**src/hdl/unused_placeholder_never.sv**
```systemverilog
`default_nettype none
`default_nettype wire

```
**src/pkg/cmd_engine_pkg.sv**
```systemverilog
`default_nettype none
package cmd_engine_pkg;
    typedef logic [4:0] idx_t;

    // input and output buffers: type, count, 18 payload, 2 check bytes
    localparam int unsigned BUF_DEPTH = 22;
    localparam idx_t        BUF_LAST  = 5'h15;
    localparam idx_t        IDX_ZERO  = 5'h00;
    localparam idx_t        IDX_ONE   = 5'h01;
    localparam idx_t        IDX_PAY0  = 5'h02;
    localparam idx_t        USER_LAST = 5'h11;

    localparam logic [7:0] MAX_LEN      = 8'h12;
    localparam logic [7:0] PING_MAX_LEN = 8'h10;
    localparam logic [7:0] BLOCK_LEN    = 8'h10;
    localparam logic [7:0] ZERO_LEN     = 8'h00;
    localparam logic [7:0] FRAME_EXTRA  = 8'h04;

    localparam logic [7:0] CMD_PING     = 8'h00;
    localparam logic [7:0] CMD_VERSION  = 8'h01;
    localparam logic [7:0] CMD_USER_WR  = 8'h02;
    localparam logic [7:0] CMD_USER_RD  = 8'h03;
    localparam logic [7:0] TYPE_LOW     = 8'h3F;
    localparam logic [7:0] RESP_FLAG    = 8'h40;
    localparam logic [7:0] ERR_FLAG     = 8'hC0;

    localparam logic [15:0] CRC_INIT = 16'hFFFF;
    localparam logic [15:0] CRC_POLY = 16'h8408;

    localparam logic [6:0] DEFAULT_ADDR = 7'h2A;
    localparam int unsigned USER_BYTES  = 16;

    // version text, value arbitrary: "LCDMOD:h0.0,x0.0"
    localparam logic [127:0] VERSION_STR = 128'h4C43_444D_4F44_3A68_302E_302C_7830_2E30;

    typedef enum logic [2:0] {
        ST_IDLE   = 3'b000,
        ST_CHECK  = 3'b001,
        ST_CRC_LO = 3'b010,
        ST_CRC_HI = 3'b011,
        ST_STORE  = 3'b100,
        ST_BUILD  = 3'b101,
        ST_PUT_LO = 3'b110,
        ST_PUT_HI = 3'b111
    } eng_state_e;

    typedef struct packed {
        logic       start;
        logic       stop;
        logic       byte_valid;
        logic [7:0] data;
    } i2c_rx_s;
endpackage
`default_nettype wire

```
**src/hdl/crc16_step.sv**
```systemverilog
`default_nettype none
module crc16_step (
    input  wire logic [15:0] i_crc,
    input  wire logic [7:0]  i_byte,
    output logic      [15:0] o_crc
);
    import cmd_engine_pkg::*;

    logic [15:0] c;

    // reflected form, one byte per call, lsb first
    always_comb begin
        c = i_crc ^ {8'h00, i_byte};
        for (int b = 0; b < 8; b++) begin
            c = c[0] ? ((c >> 1) ^ CRC_POLY) : (c >> 1);
        end
        o_crc = c;
    end
endmodule
`default_nettype wire

```
**src/hdl/packet_buffer.sv**
```systemverilog
`default_nettype none
module packet_buffer #(
    parameter int unsigned DEPTH = 22
) (
    input  wire logic                  i_clk,
    input  wire logic                  i_we,
    input  wire cmd_engine_pkg::idx_t  i_waddr,
    input  wire logic [7:0]            i_wdata,
    input  wire cmd_engine_pkg::idx_t  i_raddr,
    output logic      [7:0]            o_rdata
);
    import cmd_engine_pkg::*;

    logic [7:0] mem [DEPTH];

    // data storage only, so no reset is needed
    always_ff @(posedge i_clk) begin
        if (i_we && (int'(i_waddr) < DEPTH)) begin
            mem[i_waddr] <= i_wdata;
        end
    end

    assign o_rdata = (int'(i_raddr) < DEPTH) ? mem[i_raddr] : 8'h00;
endmodule
`default_nettype wire

```
**src/hdl/i2c_packet_command_engine.sv**
```systemverilog
// Behaviour
// [RULE1] packets are type, count, payload, then two check bytes
// [RULE2] count gives payload length; only zero through eighteen valid
// [RULE3] check value is 16-bit crc over all other bytes, verified
// [RULE4] check value follows last payload byte, low byte first
// [RULE5] only the bus master starts transfers; device only answers
// [RULE6] after a command write, execute it and place reply in output buffer
// [RULE7] host waits about 5 ms before reading most replies
// [RULE8] host waits up to 50 ms for slow commands
// [RULE9] each accepted command gets exactly one reply or error packet
// [RULE10] reply type low six bits equal command type low six bits
// [RULE11] echo command 0x00 accepts count zero to sixteen, any content
// [RULE12] echo reply type 0x40 returns count and payload unchanged
// [RULE13] command 0x01 empty returns 0x41 with sixteen byte version text
// [RULE14] command 0x02 takes exactly sixteen bytes, stores them, replies 0x42
// [RULE15] host waits up to 25 ms after command 0x02
// [RULE16] command 0x03 empty returns 0x43 with stored sixteen bytes
// [RULE17] host should wait for latest reply before sending another
// [RULE18] reading past the reply repeats its last byte
// [RULE19] nak the byte filling last input slot and discard all after
// [RULE20] answer at seven-bit address 0x2A until reconfigured
// [RULE21] bad check value or count is never executed nor answered normally
// [RULE22] crc is reflected ccitt, 0x8408, init all ones, inverted result
`default_nettype none
module i2c_packet_command_engine (
    input  wire logic                     i_clk,
    input  wire logic                     i_srst,
    input  wire cmd_engine_pkg::i2c_rx_s  i_rx,
    output logic                          o_ack,
    input  wire logic                     i_tx_taken,
    output logic      [7:0]               o_tx_data,
    input  wire logic                     i_addr_set,
    input  wire logic [6:0]               i_addr_new,
    output logic                          o_busy,
    output logic                          o_reply_ready
);
    import cmd_engine_pkg::*;

    // bus-facing state
    logic [6:0] addr_reg;
    logic       expect_addr_reg;
    logic       sel_wr_reg;
    logic       sel_rd_reg;
    idx_t       wr_cnt_reg;
    idx_t       wr_cnt_next;
    idx_t       rd_ptr_reg;
    idx_t       rd_ptr_next;
    logic [7:0] tx_data_reg;

    // engine state
    eng_state_e state_reg;
    eng_state_e state_next;
    idx_t       idx_reg;
    idx_t       idx_next;
    logic [7:0] cmd_reg;
    logic [7:0] cmd_next;
    logic [7:0] len_reg;
    logic [7:0] len_next;
    logic [15:0] crc_reg;
    logic [15:0] crc_next;
    logic       crc_lo_ok_reg;
    logic       crc_lo_ok_next;
    logic       busy_reg;
    logic       busy_next;
    logic       ready_reg;
    logic       ready_next;
    idx_t       out_cnt_reg;
    idx_t       out_cnt_next;
    logic [7:0] user_mem [USER_BYTES];

    // bus byte decode
    wire        addr_byte = i_rx.byte_valid & expect_addr_reg;
    wire        addr_hit  = (i_rx.data[7:1] == addr_reg);                        // [RULE20]
    wire        hit_wr    = addr_byte & addr_hit & ~i_rx.data[0];
    wire        hit_rd    = addr_byte & addr_hit & i_rx.data[0];
    wire        data_byte = i_rx.byte_valid & ~expect_addr_reg & sel_wr_reg;
    // no new packet while one is in work, so the host must pace itself
    wire        room_ok   = ~busy_reg & (wr_cnt_reg < BUF_LAST);                 // [RULE19] [RULE17]
    wire        store_ok  = ~busy_reg & (wr_cnt_reg <= BUF_LAST);                // [RULE19]
    wire        in_we     = data_byte & store_ok;
    wire        launch    = i_rx.stop & sel_wr_reg & ~busy_reg & (wr_cnt_reg != IDX_ZERO);

    // only bytes addressed to us are acknowledged; nothing is ever initiated here
    assign o_ack = addr_byte ? addr_hit : (data_byte & room_ok);                 // [RULE5] [RULE19]

    // buffers
    wire  [7:0] in_rd;
    wire  [7:0] out_rd;
    logic       out_we;
    logic [7:0] out_wdata;
    wire  [7:0] crc_byte;
    wire [15:0] crc_step;
    wire [15:0] crc_fin = ~crc_reg;                                              // [RULE22]

    packet_buffer #(
        .DEPTH(BUF_DEPTH)
    ) u_in_buf (
        .i_clk   (i_clk),
        .i_we    (in_we),
        .i_waddr (wr_cnt_reg),
        .i_wdata (i_rx.data),
        .i_raddr (idx_reg),
        .o_rdata (in_rd)
    );

    packet_buffer #(
        .DEPTH(BUF_DEPTH)
    ) u_out_buf (
        .i_clk   (i_clk),
        .i_we    (out_we),
        .i_waddr (idx_reg),
        .i_wdata (out_wdata),
        .i_raddr (rd_ptr_reg),
        .o_rdata (out_rd)
    );

    crc16_step u_crc (
        .i_crc  (crc_reg),
        .i_byte (crc_byte),
        .o_crc  (crc_step)
    );

    // length and framing checks
    wire  [7:0] cur_len  = (idx_reg == IDX_ONE) ? in_rd : len_reg;
    wire        hdr_end  = (idx_reg == (cur_len[4:0] + IDX_ONE));                // [RULE1]
    wire        len_bad  = (in_rd > MAX_LEN)
                         | ({3'h0, wr_cnt_reg} < (in_rd + FRAME_EXTRA));         // [RULE2]
    wire        crc_ok   = crc_lo_ok_reg & (in_rd == crc_fin[15:8]);             // [RULE3]

    // command decode
    wire        is_ping  = (cmd_reg == CMD_PING) & (len_reg <= PING_MAX_LEN);    // [RULE11]
    wire        is_ver   = (cmd_reg == CMD_VERSION) & (len_reg == ZERO_LEN);     // [RULE13]
    wire        is_wr    = (cmd_reg == CMD_USER_WR) & (len_reg == BLOCK_LEN);    // [RULE14]
    wire        is_rd    = (cmd_reg == CMD_USER_RD) & (len_reg == ZERO_LEN);     // [RULE16]
    wire        cmd_ok   = is_ping | is_ver | is_wr | is_rd;
    // unknown or misshaped commands get an error packet, never a normal one
    wire  [7:0] resp_type = (cmd_reg & TYPE_LOW) | (cmd_ok ? RESP_FLAG : ERR_FLAG); // [RULE10] [RULE21]
    wire  [7:0] resp_len  = is_ping ? len_reg :
                            (is_ver | is_rd) ? BLOCK_LEN : ZERO_LEN;             // [RULE12]
    wire        build_end = (idx_reg == (resp_len[4:0] + IDX_ONE));

    // payload sources
    wire  [3:0] pay_idx   = 4'(idx_reg - IDX_PAY0);
    wire [127:0] ver_shift = VERSION_STR << {pay_idx, 3'b000};
    wire  [7:0] ver_byte  = ver_shift[127:120];                                  // [RULE13]
    wire  [7:0] pay_byte  = is_ping ? in_rd :                                    // [RULE12]
                            is_ver  ? ver_byte :
                            is_rd   ? user_mem[pay_idx] : 8'h00;                 // [RULE16]
    wire  [7:0] build_byte = (idx_reg == IDX_ZERO) ? resp_type :
                             (idx_reg == IDX_ONE)  ? resp_len  : pay_byte;       // [RULE1]

    assign crc_byte = (state_reg == ST_BUILD) ? build_byte : in_rd;

    always_comb begin
        out_we    = 1'b0;
        out_wdata = build_byte;
        case (state_reg)
            ST_BUILD: begin
                out_we = 1'b1;
            end
            ST_PUT_LO: begin
                out_we    = 1'b1;
                out_wdata = crc_fin[7:0];                                        // [RULE4]
            end
            ST_PUT_HI: begin
                out_we    = 1'b1;
                out_wdata = crc_fin[15:8];                                       // [RULE4]
            end
            default: begin
                out_we = 1'b0;
            end
        endcase
    end

    // engine sequencing
    always_comb begin
        state_next     = state_reg;
        idx_next       = idx_reg;
        cmd_next       = cmd_reg;
        len_next       = len_reg;
        crc_next       = crc_reg;
        crc_lo_ok_next = crc_lo_ok_reg;
        busy_next      = busy_reg;
        ready_next     = ready_reg;
        out_cnt_next   = out_cnt_reg;
        case (state_reg)
            ST_IDLE: begin
                if (launch) begin                                                // [RULE6]
                    state_next = ST_CHECK;
                    idx_next   = IDX_ZERO;
                    crc_next   = CRC_INIT;                                       // [RULE22]
                    busy_next  = 1'b1;
                    ready_next = 1'b0;
                end
            end
            ST_CHECK: begin
                crc_next = crc_step;                                             // [RULE3]
                idx_next = idx_reg + IDX_ONE;
                if (idx_reg == IDX_ZERO) begin
                    cmd_next = in_rd;
                end
                if ((idx_reg == IDX_ONE) && len_bad) begin                       // [RULE21]
                    state_next = ST_IDLE;
                    busy_next  = 1'b0;
                end else begin
                    if (idx_reg == IDX_ONE) begin
                        len_next = in_rd;
                    end
                    if (hdr_end) begin
                        state_next = ST_CRC_LO;
                    end
                end
            end
            ST_CRC_LO: begin
                crc_lo_ok_next = (in_rd == crc_fin[7:0]);                        // [RULE4]
                idx_next       = idx_reg + IDX_ONE;
                state_next     = ST_CRC_HI;
            end
            ST_CRC_HI: begin
                if (!crc_ok) begin                                               // [RULE21]
                    state_next = ST_IDLE;
                    busy_next  = 1'b0;
                end else if (is_wr) begin
                    state_next = ST_STORE;
                    idx_next   = IDX_PAY0;
                end else begin
                    state_next = ST_BUILD;
                    idx_next   = IDX_ZERO;
                    crc_next   = CRC_INIT;
                end
            end
            ST_STORE: begin
                idx_next = idx_reg + IDX_ONE;
                if (idx_reg == USER_LAST) begin
                    state_next = ST_BUILD;
                    idx_next   = IDX_ZERO;
                    crc_next   = CRC_INIT;
                end
            end
            ST_BUILD: begin
                crc_next = crc_step;                                             // [RULE3]
                idx_next = idx_reg + IDX_ONE;
                if (build_end) begin
                    state_next = ST_PUT_LO;
                end
            end
            ST_PUT_LO: begin
                idx_next   = idx_reg + IDX_ONE;
                state_next = ST_PUT_HI;
            end
            ST_PUT_HI: begin
                // one reply per accepted packet, published only when complete
                out_cnt_next = idx_reg + IDX_ONE;                                // [RULE9]
                state_next   = ST_IDLE;
                busy_next    = 1'b0;
                ready_next   = 1'b1;
            end
            default: begin
                state_next = ST_IDLE;
                busy_next  = 1'b0;
            end
        endcase
    end

    // bus counters
    always_comb begin
        wr_cnt_next = wr_cnt_reg;
        if (hit_wr && !busy_reg) begin
            wr_cnt_next = IDX_ZERO;
        end else if (in_we) begin
            wr_cnt_next = wr_cnt_reg + IDX_ONE;
        end
        rd_ptr_next = rd_ptr_reg;
        if (hit_rd) begin
            rd_ptr_next = IDX_ZERO;
        end else if (i_tx_taken && sel_rd_reg
                     && ((rd_ptr_reg + IDX_ONE) < out_cnt_reg)) begin            // [RULE18]
            rd_ptr_next = rd_ptr_reg + IDX_ONE;
        end
    end

    always_ff @(posedge i_clk) begin
        if (i_srst) begin
            addr_reg        <= DEFAULT_ADDR;                                     // [RULE20]
            expect_addr_reg <= 1'b0;
            sel_wr_reg      <= 1'b0;
            sel_rd_reg      <= 1'b0;
        end else begin
            if (i_addr_set) begin
                addr_reg <= i_addr_new;
            end
            if (i_rx.start) begin
                expect_addr_reg <= 1'b1;
                sel_wr_reg      <= 1'b0;
                sel_rd_reg      <= 1'b0;
            end else if (i_rx.stop) begin
                expect_addr_reg <= 1'b0;
                sel_wr_reg      <= 1'b0;
                sel_rd_reg      <= 1'b0;
            end else if (addr_byte) begin
                expect_addr_reg <= 1'b0;
                sel_wr_reg      <= hit_wr;
                sel_rd_reg      <= hit_rd;
            end
        end
    end

    always_ff @(posedge i_clk) begin
        if (i_srst) begin
            wr_cnt_reg  <= IDX_ZERO;
            rd_ptr_reg  <= IDX_ZERO;
            tx_data_reg <= 8'h00;
        end else begin
            wr_cnt_reg  <= wr_cnt_next;
            rd_ptr_reg  <= rd_ptr_next;
            tx_data_reg <= out_rd;
        end
    end

    always_ff @(posedge i_clk) begin
        if (i_srst) begin
            state_reg     <= ST_IDLE;
            idx_reg       <= IDX_ZERO;
            cmd_reg       <= 8'h00;
            len_reg       <= 8'h00;
            crc_reg       <= CRC_INIT;
            crc_lo_ok_reg <= 1'b0;
            busy_reg      <= 1'b0;
            ready_reg     <= 1'b0;
            out_cnt_reg   <= IDX_ZERO;
        end else begin
            state_reg     <= state_next;
            idx_reg       <= idx_next;
            cmd_reg       <= cmd_next;
            len_reg       <= len_next;
            crc_reg       <= crc_next;
            crc_lo_ok_reg <= crc_lo_ok_next;
            busy_reg      <= busy_next;
            ready_reg     <= ready_next;
            out_cnt_reg   <= out_cnt_next;
        end
    end

    // flops stand in for the nonvolatile area; contents survive only until reset
    always_ff @(posedge i_clk) begin
        if (i_srst) begin
            for (int k = 0; k < USER_BYTES; k++) begin
                user_mem[k] <= 8'h00;
            end
        end else if (state_reg == ST_STORE) begin
            user_mem[pay_idx] <= in_rd;                                          // [RULE14]
        end
    end

    assign o_tx_data     = tx_data_reg;
    assign o_busy        = busy_reg;
    assign o_reply_ready = ready_reg;
endmodule
`default_nettype wire

```
**config.mk**
```make
export PLATFORM = sky130hd
export DESIGN_NAME = i2c_packet_command_engine
export DESIGN_NICKNAME = d
export VERILOG_FILES = /design/src/hdl/unused_placeholder_never.sv /design/src/pkg/cmd_engine_pkg.sv /design/src/hdl/crc16_step.sv /design/src/hdl/packet_buffer.sv /design/src/hdl/i2c_packet_command_engine.sv
export SDC_FILE = /design/constraint.sdc
export NUM_CORES = 1
export LEC_CHECK = 0
export ABC_CLOCK_PERIOD_IN_PS = 6350
export BUFFER_PORTS_ARGS = -buffer_cell sky130_fd_sc_hd__buf_2
export CORE_ASPECT_RATIO = 0.9
export CORE_MARGIN = 10
export CORE_UTILIZATION = 30
export DETAILED_ROUTE_END_ITERATION = 10
export SLEW_MARGIN = 10
export SYNTH_ARGS = -nofsm -noshare
export SYNTH_HDL_FRONTEND = slang
export SYNTH_SLANG_ARGS = --single-unit
```
**constraint.sdc**
```tcl
create_clock -name i_clk -period 6.35 [get_ports i_clk]
set_input_delay 0.635 -clock i_clk [delete_from_list [all_inputs] [get_ports i_clk]]
set_output_delay 0.635 -clock i_clk [all_outputs]
set_load 0.01 [all_outputs]
```
**Yosys cells after proc, flatten, opt, wreduce, memory -nomap -nowiden**

Memory sizes are Yosys's and may differ from the RTL's. A register that Yosys moved wholly into a read port is not among the register bits.
Index checks and enable logic that the tools add are counted.
Widths: inputs -> output; s select.

- Register bits: 68
- Memories: 3
- Output and inout port bits: 11
- RAM bits: 480

Memories:

| name | words | bits a word | rd ports | clocked after Yosys merged registers in | write ports | line | RTL |
|---|---|---|---|---|---|---|---|
| u_in_buf.mem | 22 | 8 | 1 | 1 | 1 | packet_buffer.sv:14 | `logic [7:0] mem [DEPTH];` |
| u_out_buf.mem | 22 | 8 | 1 | 1 | 1 | packet_buffer.sv:14 |  |
| user_mem | 16 | 8 | 1 | 0 | 16 | i2c_packet_command_engine.sv:69 | `logic [7:0] user_mem [USER_BYTES];` |

- Magnitude comparators: 9
- Add/sub/neg operators: 7
- Equality and inequality tests: 26
- Bitwise operators: 39
- Shift operators: 1
- Mux-type cells: 63
- Reductions and logical operators: 33

Operators with widths:

| kind | count |
|---|---|
| $mux 16 | 12 |
| $shl 127x7->128 const A | 1 |
| $mux 8 | 10 |
| $pmux 16 s4 | 1 |
| $mux 5 | 7 |
| $add 5x1->5 const B | 5 |
| $not 2->3 | 8 |
| $pmux 3 s8 | 1 |
| $lt 5x5->1 const B | 4 |
| $mux 1 | 20 |
| $pmux 5 s4 | 1 |
| $and 1x1->1 | 18 |
| $mux 3 | 6 |
| $eq 8x2->1 const B | 2 |
| $eq 8x8->1 | 2 |
| $logic_not 8->1 | 2 |
| $not 16->16 | 1 |
| $pmux 8 s2 | 1 |
| $xor 16x8->16 | 1 |
| $ne 2x2->1 const B | 7 |
| $eq 3x3->1 const B | 4 |
| $reduce_bool 4->1 | 3 |
| $eq 5x5->1 | 2 |
| $add 8x3->8 const B | 1 |
| 36 further kinds | 58 |

**Longest topological paths before layout**

- Word-level depth: 27
- Depth in mapped cells: 21

**Cells and area by module**

A second synthesis with hierarchy kept.

- Cells, all modules: 1790
- Area total of the unflattened synthesis: 25323.0 µm²

Modules (own cells, without submodules):

| module | cells each | times used | area an instance (µm²) | sequential area each (µm²) |
|---|---|---|---|---|
| packet_buffer | 404 | 2 | 7065.5 | 5285.1 |
| i2c_packet_command_engine | 957 | 1 | 10811.6 | 5365.1 |
| crc16_step | 25 | 1 | 380.4 | 0.0 |

**Worst setup path after synthesis**

No wires, ideal clock.

- Kind: register to register
- Start point: register idx_reg[1]
- End point: memory u_out_buf.mem[0][0], data pin
- Cell stages (with the launch flop): 19
- Data required time: 5.923 ns
- Setup time: 0.427 ns
- Buffers on the path: 7
- Setup slack: 1.559 ns
- Arrival time: 4.365 ns
- Cells stage by stage: dfxtp_1 > buf_2 > buf_2 > buf_2 > buf_2 > inv_1 > ha_1 > clkbuf_1 > clkbuf_1 > clkbuf_1 > mux4_2 > nor3_1 > o21ai_0 > a221oi_1 > o221ai_1 > o21ai_0 > nor2_1 > o21ai_0 > o221ai_1

- Word-level cells in the longest chain between the ends: 8

RTL lines:

| item | line | RTL |
|---|---|---|
| start: declaration | i2c_packet_command_engine.sv:53 | `idx_t idx_reg;` |
| start signal: assignment | i2c_packet_command_engine.sv:333 | `idx_reg <= idx_next;` |
| parallel branches: the longest is 6 deep, another holds $sub 4x2->4 | - |  |
| $mux 8 * | i2c_packet_command_engine.sv:149 | `wire [7:0] build_byte = (idx_reg == IDX_ZERO) ? resp_type :` |
| $pmux 8 s2 * | i2c_packet_command_engine.sv:157 | `case (state_reg)` |
| net out_wdata[0] | i2c_packet_command_engine.sv:90 | `logic [7:0] out_wdata;` |
| end: declaration | packet_buffer.sv:14 |  |

Mark *: on every way through the listed nets, which the timed path passes.

==> impl_metrics.json <==
{
  "clk_pin_slew_worst_paths_ns": 0.07,
  "stdcell_count": 2996,
  "fill_cells": 8080,
  "crit_top_cell": "ha_1",
  "die_w_um": 326,
  "die_area_sq_mm": 0.0961,
  "antenna_found_initial": 1,
  "internal_power_mw": 7.54,
  "yosys.area.top_type": "edfxtp_1",
  "path_class": "flop to flop",
  "setup_viol": 0,
  "period_needed_ns": 5.26,
  "leakagePower_nw": 9.36,
  "synth_flop_cell": "edfxtp_1",
  "met3_length_um": 5540,
  "cts_tree": "yes",
  "cts_buffers": 56,
  "wl_met1_um": 29200,
  "syn_inst": 1823,
  "power.density_mw_per_mm2": 394,
  "drc": 0,
  "yosys_warnings": 0,
  "avgSynthCellArea_sq_um": 13.8,
  "diodes": 0,
  "cts_root_buf": "clkbuf_16",
  "ys_ff_latch": 561,
  "grt_pass1_wl_um": 98600,
  "worstPathArrival_ns": 5.83,
  "drtIter0Drc": 1716,
  "rr_worst_depth": 16,
  "crit_required_ns": 6.91,
  "dr.pass1.iters": 5,
  "p_switching_mw": 3.73,
  "r2r-end": "o_busy$_SDFFE_PP0P_",
  "cts-htree-levels": 2,
  "combPwrFrac_pct": 27.7,
  "finalSetupTns_ns": 0,
  "gp_congestion": 0.915,
  "syn-num-nets": 1874,
  "cp_num_buf_inv": 2,
  "num_rows": 100,
  "ys_seq_area_share_pct": 63.6,
  "p_seq_share_pct": 41.5,
  "ant_nets": 0,
  "clockBufferDepth": 3,
  "crit_family": "simple AND/OR/NAND/NOR gates",
  "final_nets": 1877,
  "worstSetupStartpointType": "flop",
  "vias_per_cell": 5.21,
  "ios": 33,
  "async_reset_ff_share_pct": 0,
  "worst_pin_slew_ns": 1.29,
  "wl_per_cell_um": 21.8,
  "syn_area_sq_mm": 0.0252,
  "vias": 15600,
  "placed_cells": 2889,
  "cp.depth": 16,
  "initial_core_util_pct": 30.4,
  "cp_slowest_cell": "dfxtp_2",
  "r2r_setup_slack_ns": 1.09,
  "drive_gt1_share_pct": 16.0,
  "postCtsSetupBuffers": 0,
  "grt_max_degree": 42,
  "grt_pass1_vias": 15300,
  "portBuffers": 32,
  "clock-sinks": 561,
  "status": "completed",
  "synth.most_common_cell": "edfxtp_1",
  "cp_max_fo": 24,
  "top_regs": "u_in_buf.mem: 176 flops, u_out_buf.mem: 176 flops, user_mem: 128 flops",
  "place_ws_ns": 1.14,
  "synth_edf_count": 480,
  "synthTopCellsByArea": "edfxtp_1 57%, mux4_2 7.7%, dfxtp_1 6.4%, nor2_1 3.7%, mux2i_1 3.4%",
  "end_kind": "flop",
  "final_max_slew_viol_count": 0,
  "ys_top_cells_by_count": "480 x edfxtp_1, 252 x nor2_1, 116 x nand2_1, 86 x mux4_2, 85 x mux2i_1",
  "fmax_mhz": 190,
  "crit_path_cell_trace": "mux2_2 > mux4_2 > a2bb2oi_1 > and2_1 > buf_4 > ha_1 > inv_1 > ha_1 > a211o_1 > or3_1 > nor3_1 > nor3b_1 > a31oi_1 > nor2_1 > or4_1 > a21oi_1",
  "hold_viol": 0,
  "syn_to_final_growth_pct": 13.3,
  "synth_top_area_share_pct": 57.1,
  "worstSkewPairLatency_ns": 0.65,
  "ctsResizeCount": 0,
  "hold_buffers": 0,
  "top_layer": "met4",
  "min_path_type": "input pin to flop",
  "rsz0062_at_grt": "no",
  "power.share.switching_pct": 33.1,
  "clkPwrFrac_pct": 30.8,
  "maxCapViolations": 0,
  "layout_setup_ws_ns": 1.09,
  "wl_met2_um": 29000,
  "gr-total-overflow": 0,
  "critPathCapture": "o_busy$_SDFFE_PP0P_",
  "yosysUniqueCellTypes": 83,
  "dieHeight_um": 295,
  "fin_skew_ns": 0.0697,
  "post-dp-hpwl_um": 43600,
  "coreArea_sq_mm": 0.0831,
  "ir_worst_vdd_mv": 0.231,
  "post-route-period-util_pct": 82.9,
  "maxSlewHeadroom_pct": 12.9,
  "slowest_delay_ns": 0.75,
  "track_usage_pct": 13.3,
  "drt-total-wl_um": 65500
}
[worst min-delay path by stage]
stage	slack [ns]	cells past startpoint	startpoint	endpoint
after floorplan	0.43	1	len_reg[7]$_SDFFE_PP0P_	len_reg[7]$_SDFFE_PP0P_
after global placement	0.45	1	len_reg[7]$_SDFFE_PP0P_	len_reg[7]$_SDFFE_PP0P_
after detailed placement	0.45	1	len_reg[6]$_SDFFE_PP0P_	len_reg[6]$_SDFFE_PP0P_
after CTS	0.17	3	i_addr_new[5]	addr_reg[5]$_SDFFE_PP1P_
after global routing	0.21	3	i_addr_new[3]	addr_reg[3]$_SDFFE_PP1P_
final	0.20	3	i_addr_new[5]	addr_reg[5]$_SDFFE_PP1P_
[cell families (layout without fill, tap and decap cells)]
kind of cell	count (synthesis)	in the layout	synth area share [%]
AO/OA/AOI/OAI	278	278	7.96
XOR/XNOR	68	68	2.69
multiplexers	188	188	11.8
adder cells (fa/ha/maj)	29	29	1.44
flip-flops	561	561	63.6
buffers and inverters	145	196	2.39
AND/OR/NAND/NOR	554	554	10.1
[power groups by stage]
| stage | clock [mW] | sequential [mW] | combinational, mW |
|---|---|---|---|
| after floorplan | 0 | 4.61 | 2.14 |
| after global placement | 0 | 4.74 | 3.03 |
| after detailed placement | 0 | 4.76 | 3.07 |
| after CTS | 3.54 | 4.68 | 3.09 |
| after global routing | 3.68 | 4.69 | 3.36 |
| final | 3.47 | 4.67 | 3.12 |
[worst reg2reg max path, delay by kind of cell (launching register included)]
kind	cells	cell delay, ns
AOI/OAI and AO/OA	4	1.15
adders and majority gates	2	0.54
buffers and inverters	2	0.38
DFF	1	0.75
muxes	2	0.92
and+or+nand+nor	6	1.45
[metal layers]
metal	up-vias	track usage (%)
met1	7883	18.7
met3	102	2.87
met4	0	3.79
li1	6967	-
met5	-	0
met2	643	20.4
[cells in the final DEF (no fill, tap or decap), types with 10 or more instances in the layout]
master,count
xor2_1,28
clkinv_2,14
mux2i_1,85
nand3_1,27
a221oi_1,18
mux2_2,16
and2_1,15
nor2_1,252
inv_1,30
nand4_1,13
dfxtp_1,75
a21oi_1,45
nor3_1,26
buf_4,25
ha_1,29
o211ai_1,10
nor2b_1,19
and3_1,16
buf_2,32
o21ai_0,58
o22ai_1,11
xnor2_1,34
nand2_1,116
clkbuf_16,59
a31oi_1,11
edfxtp_1,480
nand2b_1,17
a211oi_1,18
mux4_2,86
[stage by stage]
stage | cell area, sq um | power (mW) | utilization [%] | hold WS, ns
after floorplan | 25200 | 6.75 | - | 0.430
after global placement | 26600 | 7.77 | 32.0 | 0.448
after detailed placement | 26600 | 7.83 | 32.0 | 0.449
after CTS | 28600 | 11.3 | 34.4 | 0.171
after global routing | 28600 | 11.7 | 34.4 | 0.206
final | 28600 | 11.3 | 34.4 | 0.202
[layout make-up]
cell class,instances,area [sq um],area share (%)
tap,1122,1400,4.91
inverter,31,116,0.407
clock buffer,75,1610,5.62
sequential,561,16000,56.2
timing repair buffer,59,379,1.33
clock inverter,31,353,1.23
multi-input combinational,1117,8670,30.3
Note: power is estimated with default switching activity, not from simulation.
